[src/verilog/rsc_pkg.sv]
// Function
// - power-on reset clears all, drives both pins
// - strap configuration changes only at power-on
// - hard reset always asserts soft reset too
// - hard pin open-drain, shared with outside
// - hard reset loads 32-bit configuration word
// - external soft pin seen only when idle
// - soft reset drives soft pin, keeps configuration
// - enabled watchdog expiry starts hard sequence
// - enabled bus-monitor expiry starts hard sequence
// - host command starts internal soft sequence
// - status register records latest reset sources
// - internal power-on held 1024 cycles after release
// - hard pin released 512 cycles after lock
// - soft pin released 515 cycles after lock
// - fourteen strap levels captured at power-on release
package rsc_pkg;

  // sequence lengths, in reference clock cycles
  localparam int POR_STRETCH_CYCLES  = 1024;
  localparam int HARD_RELEASE_CYCLES = 512;
  localparam int SOFT_RELEASE_CYCLES = 515;
  // soft pin lags the hard pin by the difference
  localparam int SOFT_TAIL_CYCLES    = SOFT_RELEASE_CYCLES - HARD_RELEASE_CYCLES;
  // length of a soft-only sequence
  localparam int SOFT_ONLY_CYCLES    = SOFT_RELEASE_CYCLES;
  localparam int CNT_W               = 11;

  // synchroniser depth and post-release blanking of pin inputs
  localparam int SYNC_STAGES = 2;
  localparam int QUIET_W     = 2;
  localparam logic [QUIET_W-1:0] QUIET_CYCLES = 2'h3;

  // strap inputs captured at power-on release
  localparam int CFG_PINS       = 14;
  localparam int CFG_RST_MODE   = 0;
  localparam int CFG_CONF_SLAVE = 1;
  localparam int CFG_SLAVE_SYNC = 2;
  localparam int CFG_SLAVE_WIDE = 3;
  localparam int CFG_CHIP_ID_LO = 4;
  localparam int CFG_CHIP_ID_HI = 7;
  localparam int CFG_BOOT_LO    = 8;
  localparam int CFG_BOOT_HI    = 10;
  localparam int CFG_WDOG_EN    = 11;
  localparam int CFG_CLKMODE_LO = 12;
  localparam int CFG_CLKMODE_HI = 13;
  localparam logic [CFG_PINS-1:0] CFG_RESET_VAL = 14'h0000;

  // hard reset configuration word
  localparam int HCW_W = 32;
  localparam logic [HCW_W-1:0] HCW_RESET_VAL = 32'h0000_0000;

  // reset status bit positions
  localparam int RST_SRC_W   = 6;
  localparam int SRC_POR     = 0;
  localparam int SRC_HARD    = 1;
  localparam int SRC_SOFT    = 2;
  localparam int SRC_WDOG    = 3;
  localparam int SRC_BUSMON  = 4;
  localparam int SRC_HOST    = 5;
  localparam logic [RST_SRC_W-1:0] STATUS_RESET_VAL = 6'h01;

  // one-hot sequencer states
  typedef enum logic [6:0] {
    ST_IDLE        = 7'h01,
    ST_POR_HOLD    = 7'h02,
    ST_POR_STRETCH = 7'h04,
    ST_PLL_WAIT    = 7'h08,
    ST_HARD_DRIVE  = 7'h10,
    ST_SOFT_TAIL   = 7'h20,
    ST_SOFT_DRIVE  = 7'h40
  } rsc_state_t;

endpackage : rsc_pkg

[src/verilog/rsc_cnt_if.sv]
`timescale 1ns/1ps
// load/done handshake between sequencer and delay counter
interface rsc_cnt_if #(parameter int W = 11);
  logic         load;   // one-cycle start pulse
  logic [W-1:0] value;  // cycles until done
  logic         done;   // one-cycle expiry pulse

  modport counter (input load, input value, output done);
  modport user    (output load, output value, input done);
endinterface : rsc_cnt_if

[src/verilog/rsc_pin_sync.sv]
`timescale 1ns/1ps
// two-flop synchroniser per bit, stage one read only by stage two
module rsc_pin_sync
  import rsc_pkg::*;
#(
  parameter int WIDTH = 4
) (
  input  wire logic             clock,
  input  wire logic             sys_rst,
  input  wire logic             clk_en,
  input  wire logic [WIDTH-1:0] async_in,
  output logic      [WIDTH-1:0] sync_out
);

  genvar gi;
  generate
    for (gi = 0; gi < WIDTH; gi++) begin : g_bit
      logic meta;  // first stage, metastability catcher
      // reset to zero: active-low reset pins then read as asserted
      always_ff @(posedge clock) begin
        if (sys_rst) begin
          meta         <= 1'b0;
          sync_out[gi] <= 1'b0;
        end else if (clk_en) begin
          meta         <= async_in[gi];
          sync_out[gi] <= meta;
        end
      end
    end
  endgenerate

endmodule : rsc_pin_sync

[src/verilog/rsc_delay_counter.sv]
`timescale 1ns/1ps
// down counter: done pulses value cycles after load
module rsc_delay_counter
  import rsc_pkg::*;
#(
  parameter int W = CNT_W
) (
  input  wire logic  clock,
  input  wire logic  sys_rst,
  input  wire logic  clk_en,
  rsc_cnt_if.counter cnt
);

  logic [W-1:0] count;    // remaining cycles
  logic         running;  // a delay is in progress
  wire          expire = running & (count == {{(W-1){1'b0}}, 1'b1});

  assign cnt.done = expire & clk_en;

  // a new load restarts the delay, so a stale run never leaks out
  always_ff @(posedge clock) begin
    if (sys_rst) begin
      count   <= '0;
      running <= 1'b0;
    end else if (clk_en) begin
      if (cnt.load) begin
        count   <= cnt.value;
        running <= 1'b1;
      end else if (running) begin
        count   <= count - {{(W-1){1'b0}}, 1'b1};
        running <= ~expire;
      end
    end
  end

endmodule : rsc_delay_counter

[src/verilog/rsc_reset_ctrl.sv]
`timescale 1ns/1ps
// multi-source reset sequencer; reference clock is the input clock here
// power-on: pin low holds all, release starts the stretch count
// stretch end lifts the pll reset, then lock is awaited
// lock starts the hard count, soft pin follows a short tail later
// hard pin, watchdog and bus monitor join at the lock wait
// soft pin and host command run a soft-only count
// one sequence at a time: sources seen while busy are dropped
// trade-off: no queue, as a busy sequence already resets the cores
// power-on is the exception and restarts from the hold state
// straps and the configuration word are the only stored settings
// status is rewritten whole by each accepted reset
// limitation: counts assume the reference clock equals this clock
// a slower reference would need the count parameters scaled
// all pins are sampled through the synchroniser bank below
module rsc_reset_ctrl
  import rsc_pkg::*;
#(
  parameter int POR_STRETCH  = POR_STRETCH_CYCLES,
  parameter int HARD_RELEASE = HARD_RELEASE_CYCLES,
  parameter int SOFT_TAIL    = SOFT_TAIL_CYCLES,
  parameter int SOFT_ONLY    = SOFT_ONLY_CYCLES
) (
  input  wire logic                 clock,
  input  wire logic                 sys_rst,
  input  wire logic                 clk_en,
  input  wire logic                 power_on_reset_n,
  input  wire logic                 hard_reset_n_in,
  output logic                      hard_reset_n_out,
  output logic                      hard_reset_n_oe,
  input  wire logic                 soft_reset_n_in,
  output logic                      soft_reset_n_out,
  output logic                      soft_reset_n_oe,
  input  wire logic                 watchdog_expired,
  input  wire logic                 watchdog_reset_enable,
  input  wire logic                 bus_monitor_expired,
  input  wire logic                 bus_monitor_reset_enable,
  input  wire logic                 host_reset_cmd,
  input  wire logic                 system_pll_lock,
  output logic                      system_pll_reset,
  output logic                      internal_power_on_reset,
  output logic                      hard_domain_reset,
  output logic                      core_reset,
  input  wire logic [CFG_PINS-1:0]  config_pins,
  output logic      [CFG_PINS-1:0]  boot_config,
  output logic      [1:0]           clock_mode_select,
  input  wire logic [HCW_W-1:0]     hard_config_word,
  output logic      [HCW_W-1:0]     hard_config,
  output logic      [RST_SRC_W-1:0] reset_status
);

  // straps, lock and the three reset pins share one synchroniser bank
  // bit 0 power-on, 1 hard pin, 2 soft pin, 3 lock, straps above
  localparam int SYNC_W = CFG_PINS + 4;

  // synchronised pin view
  logic [SYNC_W-1:0]   sync_vec;
  wire                 por_n_s  = sync_vec[0];
  wire                 hard_n_s = sync_vec[1];
  wire                 soft_n_s = sync_vec[2];
  wire                 lock_s   = sync_vec[3];
  wire  [CFG_PINS-1:0] cfg_s    = sync_vec[SYNC_W-1:4];

  // sequencer bookkeeping
  rsc_state_t           state;       // sequencer state
  rsc_state_t           next_state;  // combinational successor
  logic [QUIET_W-1:0]   quiet;       // idle cycles since our own release

  // one shared counter serves every timed state; only one runs at a time
  rsc_cnt_if #(.W(CNT_W)) cnt_bus ();

  // straps need no handshake: they are static while power-on is low
  // every pin passes two flops before the sequencer looks at it
  rsc_pin_sync #(.WIDTH(SYNC_W)) u_sync (
    .clock    (clock),
    .sys_rst  (sys_rst),
    .clk_en   (clk_en),
    .async_in ({config_pins, system_pll_lock, soft_reset_n_in,
                hard_reset_n_in, power_on_reset_n}),
    .sync_out (sync_vec)
  );

  // done pulses for one cycle, gated by the clock enable
  rsc_delay_counter #(.W(CNT_W)) u_delay (
    .clock   (clock),
    .sys_rst (sys_rst),
    .clk_en  (clk_en),
    .cnt     (cnt_bus.counter)
  );

  // source decode
  // idle is the only state that takes new non-power-on sources
  wire idle       = (state == ST_IDLE);
  // our own released pins need the sync delay before they read high again
  wire quiet_done = (quiet == QUIET_CYCLES);
  // pins read low when asserted; invert once here
  wire por_ext    = ~por_n_s;
  wire hard_ext   = ~hard_n_s & quiet_done;
  wire soft_ext   = ~soft_n_s & quiet_done;
  // internal expiries share our clock and need no synchroniser
  wire wdog_evt   = watchdog_expired & watchdog_reset_enable;
  wire bmon_evt   = bus_monitor_expired & bus_monitor_reset_enable;
  // requests only leave idle; power-on keeps priority over all of them
  // trade-off: a source arriving mid-sequence is lost, not queued
  // hard sources beat soft ones seen in the same cycle
  wire hard_req   = idle & ~por_ext & (hard_ext | wdog_evt | bmon_evt);
  wire soft_req   = idle & ~por_ext & ~hard_req & (soft_ext | host_reset_cmd);
  // power-on edges drive status clear and strap capture
  wire por_entry  = por_ext & (state != ST_POR_HOLD);
  wire por_exit   = (state == ST_POR_HOLD) & ~por_ext;

  // sources seen this cycle; a hard request masks soft ones
  wire [RST_SRC_W-1:0] src_vec;
  // the power-on bit is written only by the power-on branch below
  assign src_vec[SRC_POR]    = 1'b0;
  assign src_vec[SRC_HARD]   = hard_ext;
  assign src_vec[SRC_WDOG]   = wdog_evt;
  assign src_vec[SRC_BUSMON] = bmon_evt;
  assign src_vec[SRC_SOFT]   = soft_ext & ~hard_req;
  assign src_vec[SRC_HOST]   = host_reset_cmd & ~hard_req;

  // the successor is pure decode of state and sources; the clock enable
  // acts only where state is stored, so a frozen clock holds everything
  // successor state
  always_comb begin
    // hold unless a branch moves on
    next_state = state;
    case (state)
      // waiting for any source
      ST_IDLE: begin
        if (hard_req) begin
          next_state = ST_PLL_WAIT;
        end else if (soft_req) begin
          next_state = ST_SOFT_DRIVE;
        end
      end
      // power-on pin still low
      ST_POR_HOLD: begin
        if (!por_ext) begin
          next_state = ST_POR_STRETCH;
        end
      end
      // internal power-on held after pin release
      ST_POR_STRETCH: begin
        if (cnt_bus.done) begin
          next_state = ST_PLL_WAIT;
        end
      end
      // pll reset lifted, wait for synchronised lock
      ST_PLL_WAIT: begin
        if (lock_s) begin
          next_state = ST_HARD_DRIVE;
        end
      end
      // hard and soft pins both pulled
      ST_HARD_DRIVE: begin
        if (cnt_bus.done) begin
          next_state = ST_SOFT_TAIL;
        end
      end
      // hard released, soft held a few more cycles
      ST_SOFT_TAIL: begin
        if (cnt_bus.done) begin
          next_state = ST_IDLE;
        end
      end
      // soft-only sequence from soft pin or host
      ST_SOFT_DRIVE: begin
        if (cnt_bus.done) begin
          next_state = ST_IDLE;
        end
      end
      // illegal code, recover through idle
      default: begin
        next_state = ST_IDLE;
      end
    endcase
    // power-on outranks every sequence in flight
    if (por_ext) begin
      next_state = ST_POR_HOLD;
    end
  end

  // delay loads on entry to a timed state
  // a load only on a state change, so a held state never reloads
  // a power-on restart from any timed state reloads the stretch
  wire entering = (next_state != state);
  assign cnt_bus.load = entering & ((next_state == ST_POR_STRETCH) |
                                    (next_state == ST_HARD_DRIVE) |
                                    (next_state == ST_SOFT_TAIL) |
                                    (next_state == ST_SOFT_DRIVE));
  // the value only matters in the cycle that load is high
  assign cnt_bus.value =
    (next_state == ST_POR_STRETCH) ? CNT_W'(POR_STRETCH) :
    (next_state == ST_HARD_DRIVE)  ? CNT_W'(HARD_RELEASE) :
    (next_state == ST_SOFT_TAIL)   ? CNT_W'(SOFT_TAIL) :
                                     CNT_W'(SOFT_ONLY);

  // pin and reset-domain drive decoded from the successor
  // decoding the successor lets the registered outputs change together
  // with the state, with no extra cycle of lag
  wire next_int_por = (next_state == ST_POR_HOLD) | (next_state == ST_POR_STRETCH);
  wire next_hard    = next_int_por | (next_state == ST_PLL_WAIT) |
                      (next_state == ST_HARD_DRIVE);
  wire next_soft    = next_hard | (next_state == ST_SOFT_TAIL) |
                      (next_state == ST_SOFT_DRIVE);

  // open-drain pins only ever pull low
  // the drive decision lives in the enables; the data bit never changes
  assign hard_reset_n_out = 1'b0;
  assign soft_reset_n_out = 1'b0;

  // state register
  // sys_rst stands for a power-on, so straps are sampled again
  // states change only with the clock enable high
  always_ff @(posedge clock) begin
    if (sys_rst) begin
      state <= ST_POR_HOLD;  // come up as if in power-on reset
    end else if (clk_en) begin
      state <= next_state;
    end
  end

  // blanking of pin inputs after our own release
  // without it our own released soft pin, still low through the
  // synchroniser, would read as a fresh external soft reset
  always_ff @(posedge clock) begin
    if (sys_rst) begin
      quiet <= '0;
    end else if (clk_en) begin
      if (!idle) begin
        quiet <= '0;
      end else if (!quiet_done) begin
        quiet <= quiet + {{(QUIET_W-1){1'b0}}, 1'b1};
      end
    end
  end

  // registered reset outputs
  // every output comes from a flop, so consumers see no decode glitches
  // pll reset shares the internal power-on term: only power-on resets it
  // domain resets track their pins cycle for cycle
  always_ff @(posedge clock) begin
    if (sys_rst) begin
      // everything held in reset, both pins pulled
      hard_reset_n_oe         <= 1'b1;
      soft_reset_n_oe         <= 1'b1;
      internal_power_on_reset <= 1'b1;
      system_pll_reset        <= 1'b1;
      hard_domain_reset       <= 1'b1;
      core_reset              <= 1'b1;
    end else if (clk_en) begin
      // follow the successor decode
      hard_reset_n_oe         <= next_hard;
      soft_reset_n_oe         <= next_soft;
      internal_power_on_reset <= next_int_por;
      system_pll_reset        <= next_int_por;
      hard_domain_reset       <= next_hard;
      core_reset              <= next_soft;
    end
  end

  // straps latched once, on power-on release only
  // no other reset path writes here, so mode and identity bits survive
  // hard and soft resets untouched
  always_ff @(posedge clock) begin
    if (sys_rst) begin
      boot_config <= CFG_RESET_VAL;
    end else if (clk_en && por_exit) begin
      boot_config <= cfg_s;
    end
  end

  // clock mode field of the strap copy
  assign clock_mode_select = boot_config[CFG_CLKMODE_HI:CFG_CLKMODE_LO];

  // configuration word taken as the hard pin releases
  // the word must be stable at the end of the hard count; later changes
  // are ignored until the next hard or power-on reset
  always_ff @(posedge clock) begin
    if (sys_rst) begin
      hard_config <= HCW_RESET_VAL;
    end else if (clk_en && (state == ST_HARD_DRIVE) && cnt_bus.done) begin
      hard_config <= hard_config_word;
    end
  end

  // latest-cause record; a new reset replaces the old record whole
  // power-on leaves only its own bit; other sources report together
  // a soft source is not recorded when a hard one wins the same cycle
  always_ff @(posedge clock) begin
    if (sys_rst) begin
      reset_status <= STATUS_RESET_VAL;
    end else if (clk_en) begin
      // power-on entry wipes the older record
      if (por_entry) begin
        reset_status <= STATUS_RESET_VAL;
      // accepted request: record the sources present this cycle, soft ones masked by a hard request
      end else if (hard_req || soft_req) begin
        reset_status <= src_vec;
      end
    end
  end

endmodule : rsc_reset_ctrl

[config.mk]
export PLATFORM = sky130hd
export DESIGN_NAME = rsc_reset_ctrl
export DESIGN_NICKNAME = d
export VERILOG_FILES = /design/src/verilog/rsc_pkg.sv /design/src/verilog/rsc_cnt_if.sv /design/src/verilog/rsc_pin_sync.sv /design/src/verilog/rsc_delay_counter.sv /design/src/verilog/rsc_reset_ctrl.sv
export SDC_FILE = /design/constraint.sdc
export NUM_CORES = 1
export LEC_CHECK = 0
export BUFFER_PORTS_ARGS = -buffer_cell sky130_fd_sc_hd__buf_2
export CAP_MARGIN = 20
export CELL_PAD_IN_SITES_DETAIL_PLACEMENT = 1
export CELL_PAD_IN_SITES_GLOBAL_PLACEMENT = 1
export CORE_UTILIZATION = 35
export CTS_BUF_LIST = sky130_fd_sc_hd__clkbuf_16
export DETAILED_ROUTE_END_ITERATION = 7
export PLACE_DENSITY_LB_ADDON = 0.1
export SLEW_MARGIN = 0
export SYNTH_ARGS = -nofsm -noshare
export SYNTH_HDL_FRONTEND = slang
export SYNTH_SLANG_ARGS = --single-unit
[constraint.sdc]
create_clock -name clock -period 2.8 [get_ports clock]
set_input_delay 0.42 -clock clock [delete_from_list [all_inputs] [get_ports clock]]
set_output_delay 0.42 -clock clock [all_outputs]
set_load 0.01 [all_outputs]
==> results of run 1 <==
area by class of cell:
type,count,area (um^2)
Sequential cell,112,2240
Fill cell,1660,7220
Timing Repair Buffer,154,902
Inverter,9,33.8
Tap cell,176,220
Clock buffer,9,225
Multi-Input combinational cell,427,2500
Clock inverter,7,111
worst paths after layout:
check / startpoint / to / slack [ns] / cells after the start
hold / removal: hard_config_word[21] / hard_config[21] / 0.30 / 3
setup / recovery: state[2] / state[0] / 0.10 / 10
hold reg to reg: hard_config[26] / hard_config[26] / 0.45 / 2
setup reg to reg: state[2] / state[0] / 0.10 / 10
worst min-delay path: stages:
cell and delay, ns:
sky130_fd_sc_hd__buf_2 0.10, sky130_fd_sc_hd__nand2_1 0.04, sky130_fd_sc_hd__a21oi_1 0.05
cells in the final DEF (no fill, tap or decap), drive strengths merged, types with 2 or more instances in the layout:
master / count
nand4: 4
nor2: 68
nor2b: 4
bufinv: 2
or3: 3
xnor2: 3
nor4: 8
a21oi: 63
buf: 154
xor2: 5
dfxtp: 112
mux2i: 39
and3: 2
o22ai: 2
nand3: 11
a211oi: 2
nor3: 25
a22oi: 5
nand4b: 4
o21ai: 15
nand2b: 8
ha: 3
o32a: 2
o32ai: 2
o31ai: 3
o2bb2ai: 2
conb: 2
clkbuf: 9
clkinv: 2
and2: 3
nand2: 113
a2111oi: 2
a31oi: 4
o41a: 2
or4: 3
nor4b: 2
inv: 10
clkinvlp: 2
power by group through the flow:
stage	clock, mW	combinational (mW)	sequential, mW
2_1_floorplan	0	0.134	1.67
3_3_place_gp	0	0.210	1.68
3_5_place_dp	0	0.216	1.68
4_1_cts	1.49	0.218	1.64
5_1_grt	1.55	0.243	1.64
6_report	1.45	0.219	1.64
routing by layer:
| layer | part of all wire (%) | GRT usage, % |
|---|---|---|
| met5 | 0 | 0 |
| met4 | 1.5 | 5.09 |
| met3 | 3.6 | 5.09 |
| met2 | 50 | 34.9 |
| met1 | 45 | 24.2 |
sequential cells by signal, indices dropped and copies added, names as in the netlist:
name,flops
state,7
reset_status,6
hard_domain_reset,1
quiet,2
u_sync.g_bit.meta,18
u_delay.count,11
hard_config,32
internal_power_on_reset,1
core_reset,1
boot_config,14
u_delay.running,1
u_sync.sync_out,18
per-stage QoR:
stage	hold WS [ns]	util, %
5_1_grt	0.294	46.4
2_1_floorplan	0.431	-
4_1_cts	0.281	45.5
3_5_place_dp	0.446	42.9
3_3_place_gp	0.439	42.9
6_report	0.296	46.4
kinds of logic after synthesis:
group,count (synthesis)
simple gates,262
compound gates,113
flops,112
buf+inv,58
mux,39
xor+xnor,8
fa+ha+maj,3
other cells,1
what timing repair did:
item	in CTS	in global routing
setup endpoints to repair	10	14
setup buffers	0	3
gates cloned	0	0
pin swaps	0	8
gates resized for setup	3	20
==> run summary, run 1 <==
Result of the run: finished, final reports clean
Antenna violations before repair: 0
Area of the placeable core: 13,500 um^2
Router iterations before antenna repair: 4
Power share of the sequential group: 49.6%
Cell at the root of the clock tree: sky130_fd_sc_hd__clkbuf_16
Number of clock buffers inserted by TritonCTS: 9
Number of buffers inserted for hold repair after clock tree synthesis: 0
Average wire length per cell after detail routing: 15.7 um
First DRT Iteration DRCs: 192
Effective utilization at floorplan: 36.4%
Ratio of cells with drive above 1 in the final layout: 27.0%
Cell Area, Placed: 5770 um^2
Synthesis warning total: 0
Clock-pin slew reported for the worst setup and hold paths after clock tree synthesis: 0.08 ns
Fin Clk Skew: 0.00520 ns
Arrival time at the worst endpoint: 2.98 ns
Total number of placement rows: 42
Clock latency on the worst-skew pair: 0.36 ns
Critical-path cell with the highest stage delay: sky130_fd_sc_hd__a221o_1
Overall die width: 120 um
Die height: 120 um
Via density per instance: 5.11
Category of the most critical setup path: reg -> reg
Post-synthesis mux area share: 7.96%
Buffers and inverters on the worst path: 3
Cell family contributing the most delay on the critical path: compound AO/OA/AOI/OAI gates
Class of the tightest hold or removal check: in -> reg
Quantity of I/O buffers inserted on ports: 117
Power density relative to cell area: 530 nW/um^2
Ratio of final minimum period to clock period: 96.3%
Cell-by-cell trace of the critical path: buf_6, nor2_1, a221o_1, a311oi_2, buf_4, buf_4, a31oi_1, or3_1, or3_1, a21oi_1
Die area: 14,500 um^2
Global-route wire length before repair: 23,000 um
Max-capacitance violation count: 0
Internal cell power: 2.52 mW
Required time at the endpoint of the critical path: 3.08 ns
Worst Tran Pin Value: 0.545 ns
Standby leakage power: 2.62 nW
Highest net fanout along the worst path: 15
Top area cells in the synthesized netlist: sky130_fd_sc_hd__dfxtp_1, sky130_fd_sc_hd__nand2_1, sky130_fd_sc_hd__mux2i_1
Complex-gate fraction of the synthesized area: 14.4%
Async set-reset flop share out of synthesis: 0%
Total power after layout: 3.30 mW
Total of endpoints with negative setup slack in the final report: 0
Post-Synthesis Cells: 596
Final estimated routing congestion in global placement: 0.842
Clk pwr share: 43.8%
Synthesized-area fraction occupied by adder cells: 0.766%
Total overflow reported by the global router: 0
Synth Area in Simple Gates: 24.3%
Net switching component of the power: 0.785 mW
Residual DRC: 0
Logic gate share of total power: 6.6%
Largest net degree at the start of global routing: 73
Most common flop cell mapped by yosys: sky130_fd_sc_hd__dfxtp_1
Detailed-route via count: 4,568
Estimated wirelength of the detail-placed design: 9860 um
Syn Std Cell Area: 4900 um^2
Commonest cells in the netlist: sky130_fd_sc_hd__nand2_1, sky130_fd_sc_hd__dfxtp_1, sky130_fd_sc_hd__nor2_1
Diodes inserted: 0
Overall routing resource usage: 19.9%
CTS tree: yes
Final critical delay including setup and external delays: 2.70 ns
Most common cell in the synthesized netlist: sky130_fd_sc_hd__nand2_1
Main combinational cell family by area after synthesis: simple AND/OR/NAND/NOR gates
Final Instance Count excl. Fillers: 894
Count of H-tree levels built during CTS: 3
Part of the Yosys area used for sequential elements: 45.7%
Unique masters post-synth: 59
Max_slew headroom: 63.4%
Post-synthesis register bit count: 112
Crit-path max cell delay: 0.40 ns
Layout overhead on the synthesized area: 27.2%
Total I/O pin count: 120
PnR worst setup slack: 0.105 ns
Final number of max-transition violations: 0
Number of buffers on the longest clock path: 2
Final hold violations: 0
Pre-CTS worst setup slack: -0.0871 ns
Post-placement cell count: 875
Crit. End Element: flop
Biggest area consumer among synthesized cells: sky130_fd_sc_hd__dfxtp_1
Wirelength, routed: 14,000 um
TritonCTS Sinks: 112
Number of enable-type register cells in the synthesized netlist: 0
Remaining antenna violation count after routing: 0
Top achievable clock speed: 371 MHz
Via count of the first global-routing pass: 4,725
Xor and xnor fraction of the mapped netlist area: 1.43%
Worst IR Drop VDD: 0.443 mV
Post-Synthesis Mean Instance Area: 8.23 um^2
TNS Setup: 0 ns
Net switching share of the total power: 23.8%
Startpoint class of the critical path: flop
Top cell type's share of synthesized area: 45.7%
Nets: 774
Layout Cell Area excl Fill: 6240 um^2
No activity file was read; power rests on OpenSTA's default activity.
==> run 2: changes to the inputs <==
--- a/config.mk
+++ b/config.mk
@@ -5,11 +5,13 @@
 export SDC_FILE = /design/constraint.sdc
 export NUM_CORES = 1
 export LEC_CHECK = 0
+export ABC_AREA = 1
 export BUFFER_PORTS_ARGS = -buffer_cell sky130_fd_sc_hd__buf_2
 export CAP_MARGIN = 20
 export CELL_PAD_IN_SITES_DETAIL_PLACEMENT = 1
 export CELL_PAD_IN_SITES_GLOBAL_PLACEMENT = 1
-export CORE_UTILIZATION = 35
+export CORE_MARGIN = 4
+export CORE_UTILIZATION = 34
 export CTS_BUF_LIST = sky130_fd_sc_hd__clkbuf_16
 export DETAILED_ROUTE_END_ITERATION = 7
 export PLACE_DENSITY_LB_ADDON = 0.1
==> run 2 against run 1 <==
Final area decreased by 7.3%. Highest routed layer unchanged. Critical path type unchanged. Routed wire length decreased by 0.43%. Area after synthesis decreased by 1.9%. Clock power decreased by 9%. Largest cell class is now flip-flops and latches. Register-to-register slack improved by 0.23 ns.
==> run summary, run 2 <==
Result of the run: finished, final reports clean
Register ranked first by flip-flop count: hard_config
Ratio of final minimum period to clock period: 88.1% (-8.1 points)
Number of enable-type register cells in the synthesized netlist: 0 (unchanged)
Final hold violations: 0 (unchanged)
Arrival time at the worst endpoint: 2.75 ns (-0.23 ns)
Class of the tightest hold or removal check: in -> reg
Logic gate share of total power: 11.7% (+5.1 points)
Crit-path max cell delay: 0.39 ns (about the same)
TNS Setup: 0 ns (unchanged)
Quantity of I/O buffers inserted on ports: 117 (unchanged)
Number of buffers inserted for hold repair after clock tree synthesis: 0 (unchanged)
Startpoint class of the critical path: flop
Worst IR Drop VDD: 0.268 mV (-39%)
Post-Synthesis Mean Instance Area: 7.19 um^2 (-13%)
Total of endpoints with negative setup slack in the final report: 0 (unchanged)
Cell at the root of the clock tree: sky130_fd_sc_hd__clkbuf_16
Largest registers: hard_config x32, u_sync.g_bit.meta x18, u_sync.sync_out x18
Cell Area, Placed: 5480 um^2 (-5.0%)
TritonCTS Sinks: 112 (unchanged)
Post-synthesis register bit count: 112 (unchanged)
Fillers: 1,816 (+9.4%)
Total number of placement rows: 43 (+2.4%)
Overall routing resource usage: 17.4% (-2.5 points)
Residual DRC: 0 (unchanged)
Most common flop cell mapped by yosys: sky130_fd_sc_hd__dfxtp_1
Final number of max-transition violations: 0 (unchanged)
Average wire length per cell after detail routing: 14.8 um (-6.0%)
Remaining antenna violation count after routing: 0 (unchanged)
Most used cells in the layout excluding fill and tap cells: sky130_fd_sc_hd__nor2_1, sky130_fd_sc_hd__buf_2, sky130_fd_sc_hd__dfxtp_1, sky130_fd_sc_hd__o21ai_0, sky130_fd_sc_hd__nand2_1
Die height: 127 um (+5.5%)
Most common cell after layout, fill and taps aside: sky130_fd_sc_hd__nor2_1
Clock latency on the worst-skew pair: 0.35 ns (about the same)
Synthesis warning total: 0 (unchanged)
Unrepaired setup endpoints after global routing: no
Max-capacitance violation count: 0 (unchanged)
Async set-reset flop share out of synthesis: 0% (unchanged)
Final critical delay including setup and external delays: 2.47 ns (-0.227 ns)
Most common cell in the synthesized netlist: sky130_fd_sc_hd__nor2_1
Ratio of cells with drive above 1 in the final layout: 21.5% (-5.5 points)
Required time at the endpoint of the critical path: 3.08 ns (about the same)
Wirelength, routed: 14,000 um (-0.43%)
Critical-path cell with the highest stage delay: sky130_fd_sc_hd__dfxtp_1
Max_slew headroom: 64.8% (+1.4 points)
Die area: 16,100 um^2 (+11%)
Cell repeated most along the worst path: sky130_fd_sc_hd__nand2_1
Nets: 823 (+6.3%)
Estimated wirelength of the detail-placed design: 9830 um (-0.23%)
PnR worst setup slack: 0.332 ns (+0.227 ns)
Via count of the first global-routing pass: 4,732 (+0.15%)
Area of the placeable core: 13,900 um^2 (+3.2%)
Net switching component of the power: 0.912 mW (+16%)
Category of the most critical setup path: reg -> reg
Standby leakage power: 2.74 nW (+4.7%)
Post-Synthesis Cells: 669 (+12%)
Total I/O pin count: 120 (unchanged)
Largest net degree at the start of global routing: 66 (-9.6%)
Commonest cells in the netlist: sky130_fd_sc_hd__nor2_1, sky130_fd_sc_hd__dfxtp_1, sky130_fd_sc_hd__o21ai_0
Overall die width: 127 um (+5.5%)
Total overflow reported by the global router: 0 (unchanged)
Effective utilization at floorplan: 34.7% (-1.8 points)
Internal cell power: 2.49 mW (-0.97%)
Diodes inserted: 0 (unchanged)
Power density relative to cell area: 589 nW/um^2 (+11%)
Number of buffers on the longest clock path: 2 (unchanged)
Highest net fanout along the worst path: 12 (-3)
Power share of the sequential group: 49.6% (about the same)
Global-route wire length before repair: 23,300 um (+1.1%)
Unique masters post-synth: 35 (-41%)
Clock-pin slew reported for the worst setup and hold paths after clock tree synthesis: 0.07 ns (about the same)
CTS tree: yes
Worst Tran Pin Value: 0.528 ns (-0.0168 ns)
First DRT Iteration DRCs: 179 (-6.8%)
Post-CTS setup buffer count: 0 (unchanged)
Number of flip-flops in the largest register: 32 (unchanged)
Number of clock buffers inserted by TritonCTS: 9 (unchanged)
Net switching share of the total power: 26.8% (+3.0 points)
Part of the Yosys area used for sequential elements: 46.6% (+0.88 points)
Detailed-route via count: 4,655 (+1.9%)
Crit. End Element: flop
Via density per instance: 4.92 (-3.8%)
Count of H-tree levels built during CTS: 3 (unchanged)
Top achievable clock speed: 405 MHz (+9.2%)
Layout overhead on the synthesized area: 20.2%
Number of gates resized after CTS: 0 (-3)
Layout Cell Area excl Fill: 5780 um^2 (-7.3%)
Router iterations before antenna repair: 4 (unchanged)
Fin Clk Skew: 0.00632 ns (+0.00111 ns)
Top area cells in the synthesized netlist: sky130_fd_sc_hd__dfxtp_1, sky130_fd_sc_hd__nor2_1, sky130_fd_sc_hd__o21ai_0
Cell-by-cell trace of the critical path: inv_1, nand3_1, nor2_1, nand3_1, nand2_1, nand3_2, nand2_2, nand2_1, nand2_1, nand2_1, nor2_2, nand2_2, nand2_2, nand2_1, nand2_1, nor2_1, nor2_1
Clk pwr share: 38.7% (-5.1 points)
Antenna violations before repair: 0 (unchanged)
Final estimated routing congestion in global placement: 0.862 (+2.3%)
Pre-CTS worst setup slack: 0.409 ns (+0.496 ns)
Top cell type's share of synthesized area: 46.6% (+0.88 points)
Syn Std Cell Area: 4810 um^2 (-1.9%)
Biggest area consumer among synthesized cells: sky130_fd_sc_hd__dfxtp_1
[run 2: critical path: cells and delay by family (launching register included)]
kind	cells	cell delay, ns
and+or+nand+nor	16	1.85
DFF	1	0.39
buffers and inverters	1	0.16
[run 2: path summary, 6_finish.rpt]
path | startpoint | endpoint | slack (ns) | cells after the start
worst min-delay path | hard_config_word[14] | hard_config[14] | 0.29 | 3
worst max-delay path | state[4] | u_delay.count[10] | 0.33 | 17
worst min register to register | boot_config[8] | boot_config[8] | 0.45 | 2
worst max register to register | state[4] | u_delay.count[10] | 0.33 | 17
[run 2: logic make-up after synthesis]
group                    Yosys count  synth area share, %
flip-flops                       112                 46.6
adder cells (fa/ha/maj)            3                0.780
other                              1               0.0779
XOR/XNOR                           9                 1.64
AND/OR/NAND/NOR                  314                 27.9
AO/OA/AOI/OAI                    143                 15.3
buffers and inverters             87                 7.72
[run 2: stage by stage]
stage | cells | power, mW | hold WS [ns] | utilization (%)
global placement | 931 | 2.12 | 0.432 | 39.5
detailed placement | 931 | 2.13 | 0.439 | 39.5
finish | 947 | 3.41 | 0.286 | 41.7
floorplan | 670 | 2.00 | 0.448 | -
CTS | 947 | 3.46 | 0.276 | 41.7
global route | 947 | 3.58 | 0.288 | 41.7
[run 2: area by class of cell]
| class | count | area (um^2) | area share [%] |
|---|---|---|---|
| multi-input combinational | 471 | 2200 | 38.1 |
| sequential | 112 | 2240 | 38.8 |
| clock inverter | 7 | 72.6 | 1.26 |
| inverter | 44 | 165 | 2.86 |
| timing repair buffer | 124 | 651 | 11.3 |
| tap | 180 | 225 | 3.90 |
| clock buffer | 9 | 225 | 3.90 |
[run 2: routing by layer]
layer / share of wire, % / track usage, % / up-vias / wire [um]
met5: 0 / 0 / - / 0
met4: 1.2 / 5.30 / 0 / 174
met3: 4.9 / 3.92 / 11 / 685
met2: 47 / 28.7 / 92 / 6630
met1: 46 / 22.9 / 2213 / 6480
li1: - / - / 2339 / -
[run 2: power by group through the flow]
stage               Sequential (mW)  Clock, mW  Combinational (mW)
finish                         1.69       1.32               0.397
global route                   1.70       1.43               0.454
CTS                            1.69       1.36               0.404
detailed placement             1.73          0               0.402
global placement               1.73          0               0.391
floorplan                      1.72          0               0.277
==> run 3: changes to the inputs <==
--- a/config.mk
+++ b/config.mk
@@ -10,7 +10,8 @@
 export CAP_MARGIN = 20
 export CELL_PAD_IN_SITES_DETAIL_PLACEMENT = 1
 export CELL_PAD_IN_SITES_GLOBAL_PLACEMENT = 1
-export CORE_MARGIN = 4
+export CORE_ASPECT_RATIO = 1.2
+export CORE_MARGIN = 8
 export CORE_UTILIZATION = 34
 export CTS_BUF_LIST = sky130_fd_sc_hd__clkbuf_16
 export DETAILED_ROUTE_END_ITERATION = 7
==> run 3 against run 2 <==
Utilization is 0.19 points higher. Clock power grew 4%. Non-clock buffer count did not move. Register-to-register slack improved by 0.07 ns. Sequential share of layout area about the same. Sequential power is essentially flat. Clock-buffer cell count is the same.
==> run summary, run 3 (synthesis results as in run 2) <==
Number of cells on the worst hold path: 3 (unchanged)
Total I/O pin count: 120 (unchanged)
Overall routing resource usage: 15.9% (-1.5 points)
Max_slew headroom: 65.4% (+0.61 points)
Clock latency on the worst-skew pair: 0.35 ns (about the same)
Nets: 823 (unchanged)
Diodes inserted: 0 (unchanged)
Startpoint of the worst register-to-register path: state[6]
First DRT Iteration DRCs: 181 (+1.1%)
Result of the run: finished, final reports clean
Die area: 18,200 um^2 (+13%)
Remaining antenna violation count after routing: 0 (unchanged)
Cell Area, Placed: 5470 um^2 (-0.21%)
Total of endpoints with negative setup slack in the final report: 0 (unchanged)
Effective utilization at floorplan: 34.8% (+0.15 points)
Fillers: 1,757 (-3.2%)
TNS Setup: 0 ns (unchanged)
Via density per instance: 4.92 (+0.13%)
Estimated wirelength of the detail-placed design: 10,500 um (+6.4%)
Overall die width: 125 um (-1.9%)
Count of H-tree levels built during CTS: 3 (unchanged)
Startpoint class of the critical path: flop
Final number of max-transition violations: 0 (unchanged)
Detailed-route via count: 4,607 (-1.0%)
Worst Tran Pin Value: 0.519 ns (-0.00907 ns)
Layout overhead on the synthesized area: 20.2% (about the same)
Ratio of final minimum period to clock period: 85.6% (-2.5 points)
Final hold violations: 0 (unchanged)
Crit-path max cell delay: 0.36 ns (-0.03 ns)
Highest net fanout along the worst path: 12 (unchanged)
Crit. End Element: flop
Router iterations before antenna repair: 4 (unchanged)
Area of combinational cells with multiple inputs: 2200 um^2 (+0.11%)
Endpoint of the most critical register-to-register path: u_delay.count[1]
Area of the placeable core: 13,800 um^2 (-0.44%)
Ratio of cells with drive above 1 in the final layout: 21.6% (+0.056 points)
Power density relative to cell area: 597 nW/um^2 (+1.4%)
Critical-path cell with the highest stage delay: sky130_fd_sc_hd__dfxtp_1
Final critical delay including setup and external delays: 2.40 ns (-0.0712 ns)
Required time at the endpoint of the critical path: 3.05 ns (-0.03 ns)
Total number of placement rows: 47 (+9.3%)
Register ranked first by flip-flop count: hard_config
Wirelength, routed: 14,600 um (+4.7%)
Largest net degree at the start of global routing: 95 (+44%)
Hold-critical path endpoint: hard_config[9]
Average wire length per cell after detail routing: 15.6 um (+5.9%)
Largest registers: hard_config x32, u_sync.g_bit.meta x18, u_sync.sync_out x18
Residual DRC: 0 (unchanged)
Category of the most critical setup path: reg -> reg
Worst IR Drop VDD: 0.234 mV (-13%)
Antenna violations before repair: 0 (unchanged)
Unrepaired setup endpoints after global routing: no
Fin Clk Skew: 0.0137 ns (+0.00736 ns)
Storage element area: 2240 um^2 (unchanged)
Min-delay src: hard_config_word[9]
Cell at the root of the clock tree: sky130_fd_sc_hd__clkbuf_16
Standby leakage power: 2.75 nW (+0.34%)
Number of buffers on the longest clock path: 2 (unchanged)
Global-route wire length before repair: 24,200 um (+4.0%)
Most used cells in the layout excluding fill and tap cells: sky130_fd_sc_hd__nor2_1, sky130_fd_sc_hd__buf_2, sky130_fd_sc_hd__dfxtp_1, sky130_fd_sc_hd__o21ai_0, sky130_fd_sc_hd__nand2_1
Clock-pin slew reported for the worst setup and hold paths after clock tree synthesis: 0.08 ns (about the same)
Total overflow reported by the global router: 0 (unchanged)
Top achievable clock speed: 417 MHz (+3.0%)
Die height: 146 um (+15%)
Most common cell after layout, fill and taps aside: sky130_fd_sc_hd__nor2_1
Utilization after layout: 41.8% (+0.19 points)
Cell repeated most along the worst path: sky130_fd_sc_hd__nand2_1
Number of flip-flops in the largest register: 32 (unchanged)
Worst hold slack: 0.287 ns (+0.00126 ns)
Post-CTS setup buffer count: 0 (unchanged)
Worst R2R Setup Slack: 0.40 ns (+0.07 ns)
TritonCTS Sinks: 112 (unchanged)
Via count of the first global-routing pass: 4,748 (+0.34%)
Layout Cell Area excl Fill: 5780 um^2 (about the same)
Quantity of I/O buffers inserted on ports: 117 (unchanged)
Class of the tightest hold or removal check: in -> reg
Max-capacitance violation count: 0 (unchanged)
Final estimated routing congestion in global placement: 0.840 (-2.5%)
Reg2reg path depth: 18 (+1)
CTS tree: yes
Arrival time at the worst endpoint: 2.64 ns (-0.11 ns)
Number of clock buffers inserted by TritonCTS: 9 (unchanged)
Cell-by-cell trace of the critical path: inv_2, nand2_2, nor2_2, nand2_2, nor2_1, nand2_1, nand3_2, nand2_2, nand2_1, nand2_1, nand2_1, nor2_2, nand2_2, nand2_2, nand2_1, nand2_1, nor2_1, nor2_2
run 3: metrics by stage:
step                instances  total power, mW  setup slack, ns
global placement          922             2.12            0.438
floorplan                 670             2.00            0.789
detailed placement        922             2.13            0.365
CTS                       936             3.51            0.342
finish                    936             3.46            0.403
global route              936             3.62           0.0535
run 3: timing repair:
action / 4_1_cts / 5_1_grt
hold buffers: 0 / 0
resized for setup: 0 / 1
endpoints found under the setup margin: 0 / 1
run 3: layer usage:
| layer | global-route usage [%] | part of all wire, % |
|---|---|---|
| met1 | 18.3 | 45 |
| met2 | 28.5 | 51 |
| met3 | 2.72 | 2.7 |
| met4 | 6.40 | 1.6 |
| met5 | 0 | 0 |
run 3: critical path: cells and delay by family, from the launching register on:
family        cells  cell delay [ns]
simple gates     17             1.83
flops             1             0.36
buf+inv           1             0.11
run 3: worst max path at each step:
stage	start	endpoint	slack (ns)	cells past startpoint
global placement	u_delay.count[4]	u_delay.count[9]	0.44	17
detailed placement	u_delay.count[4]	u_delay.count[0]	0.37	17
global route	state[3]	u_delay.count[0]	0.05	17
finish	state[6]	u_delay.count[1]	0.40	18
floorplan	quiet[0]	u_delay.count[9]	0.79	19
CTS	u_delay.count[4]	u_delay.count[0]	0.34	17
run 3: area by class of cell:
cell class / count / area share (%)
sequential: 112 / 38.8
timing repair buffer: 124 / 11.3
tap: 171 / 3.70
multi-input combinational: 471 / 38.1
clock buffer: 9 / 3.89
clock inverter: 5 / 1.43
inverter: 44 / 2.86
run 3: report_power, final:
group | internal, mW | switching [mW]
logic | 0.147 | 0.250
clock network | 0.778 | 0.588
registers | 1.65 | 0.0401
total | 2.58 | 0.878
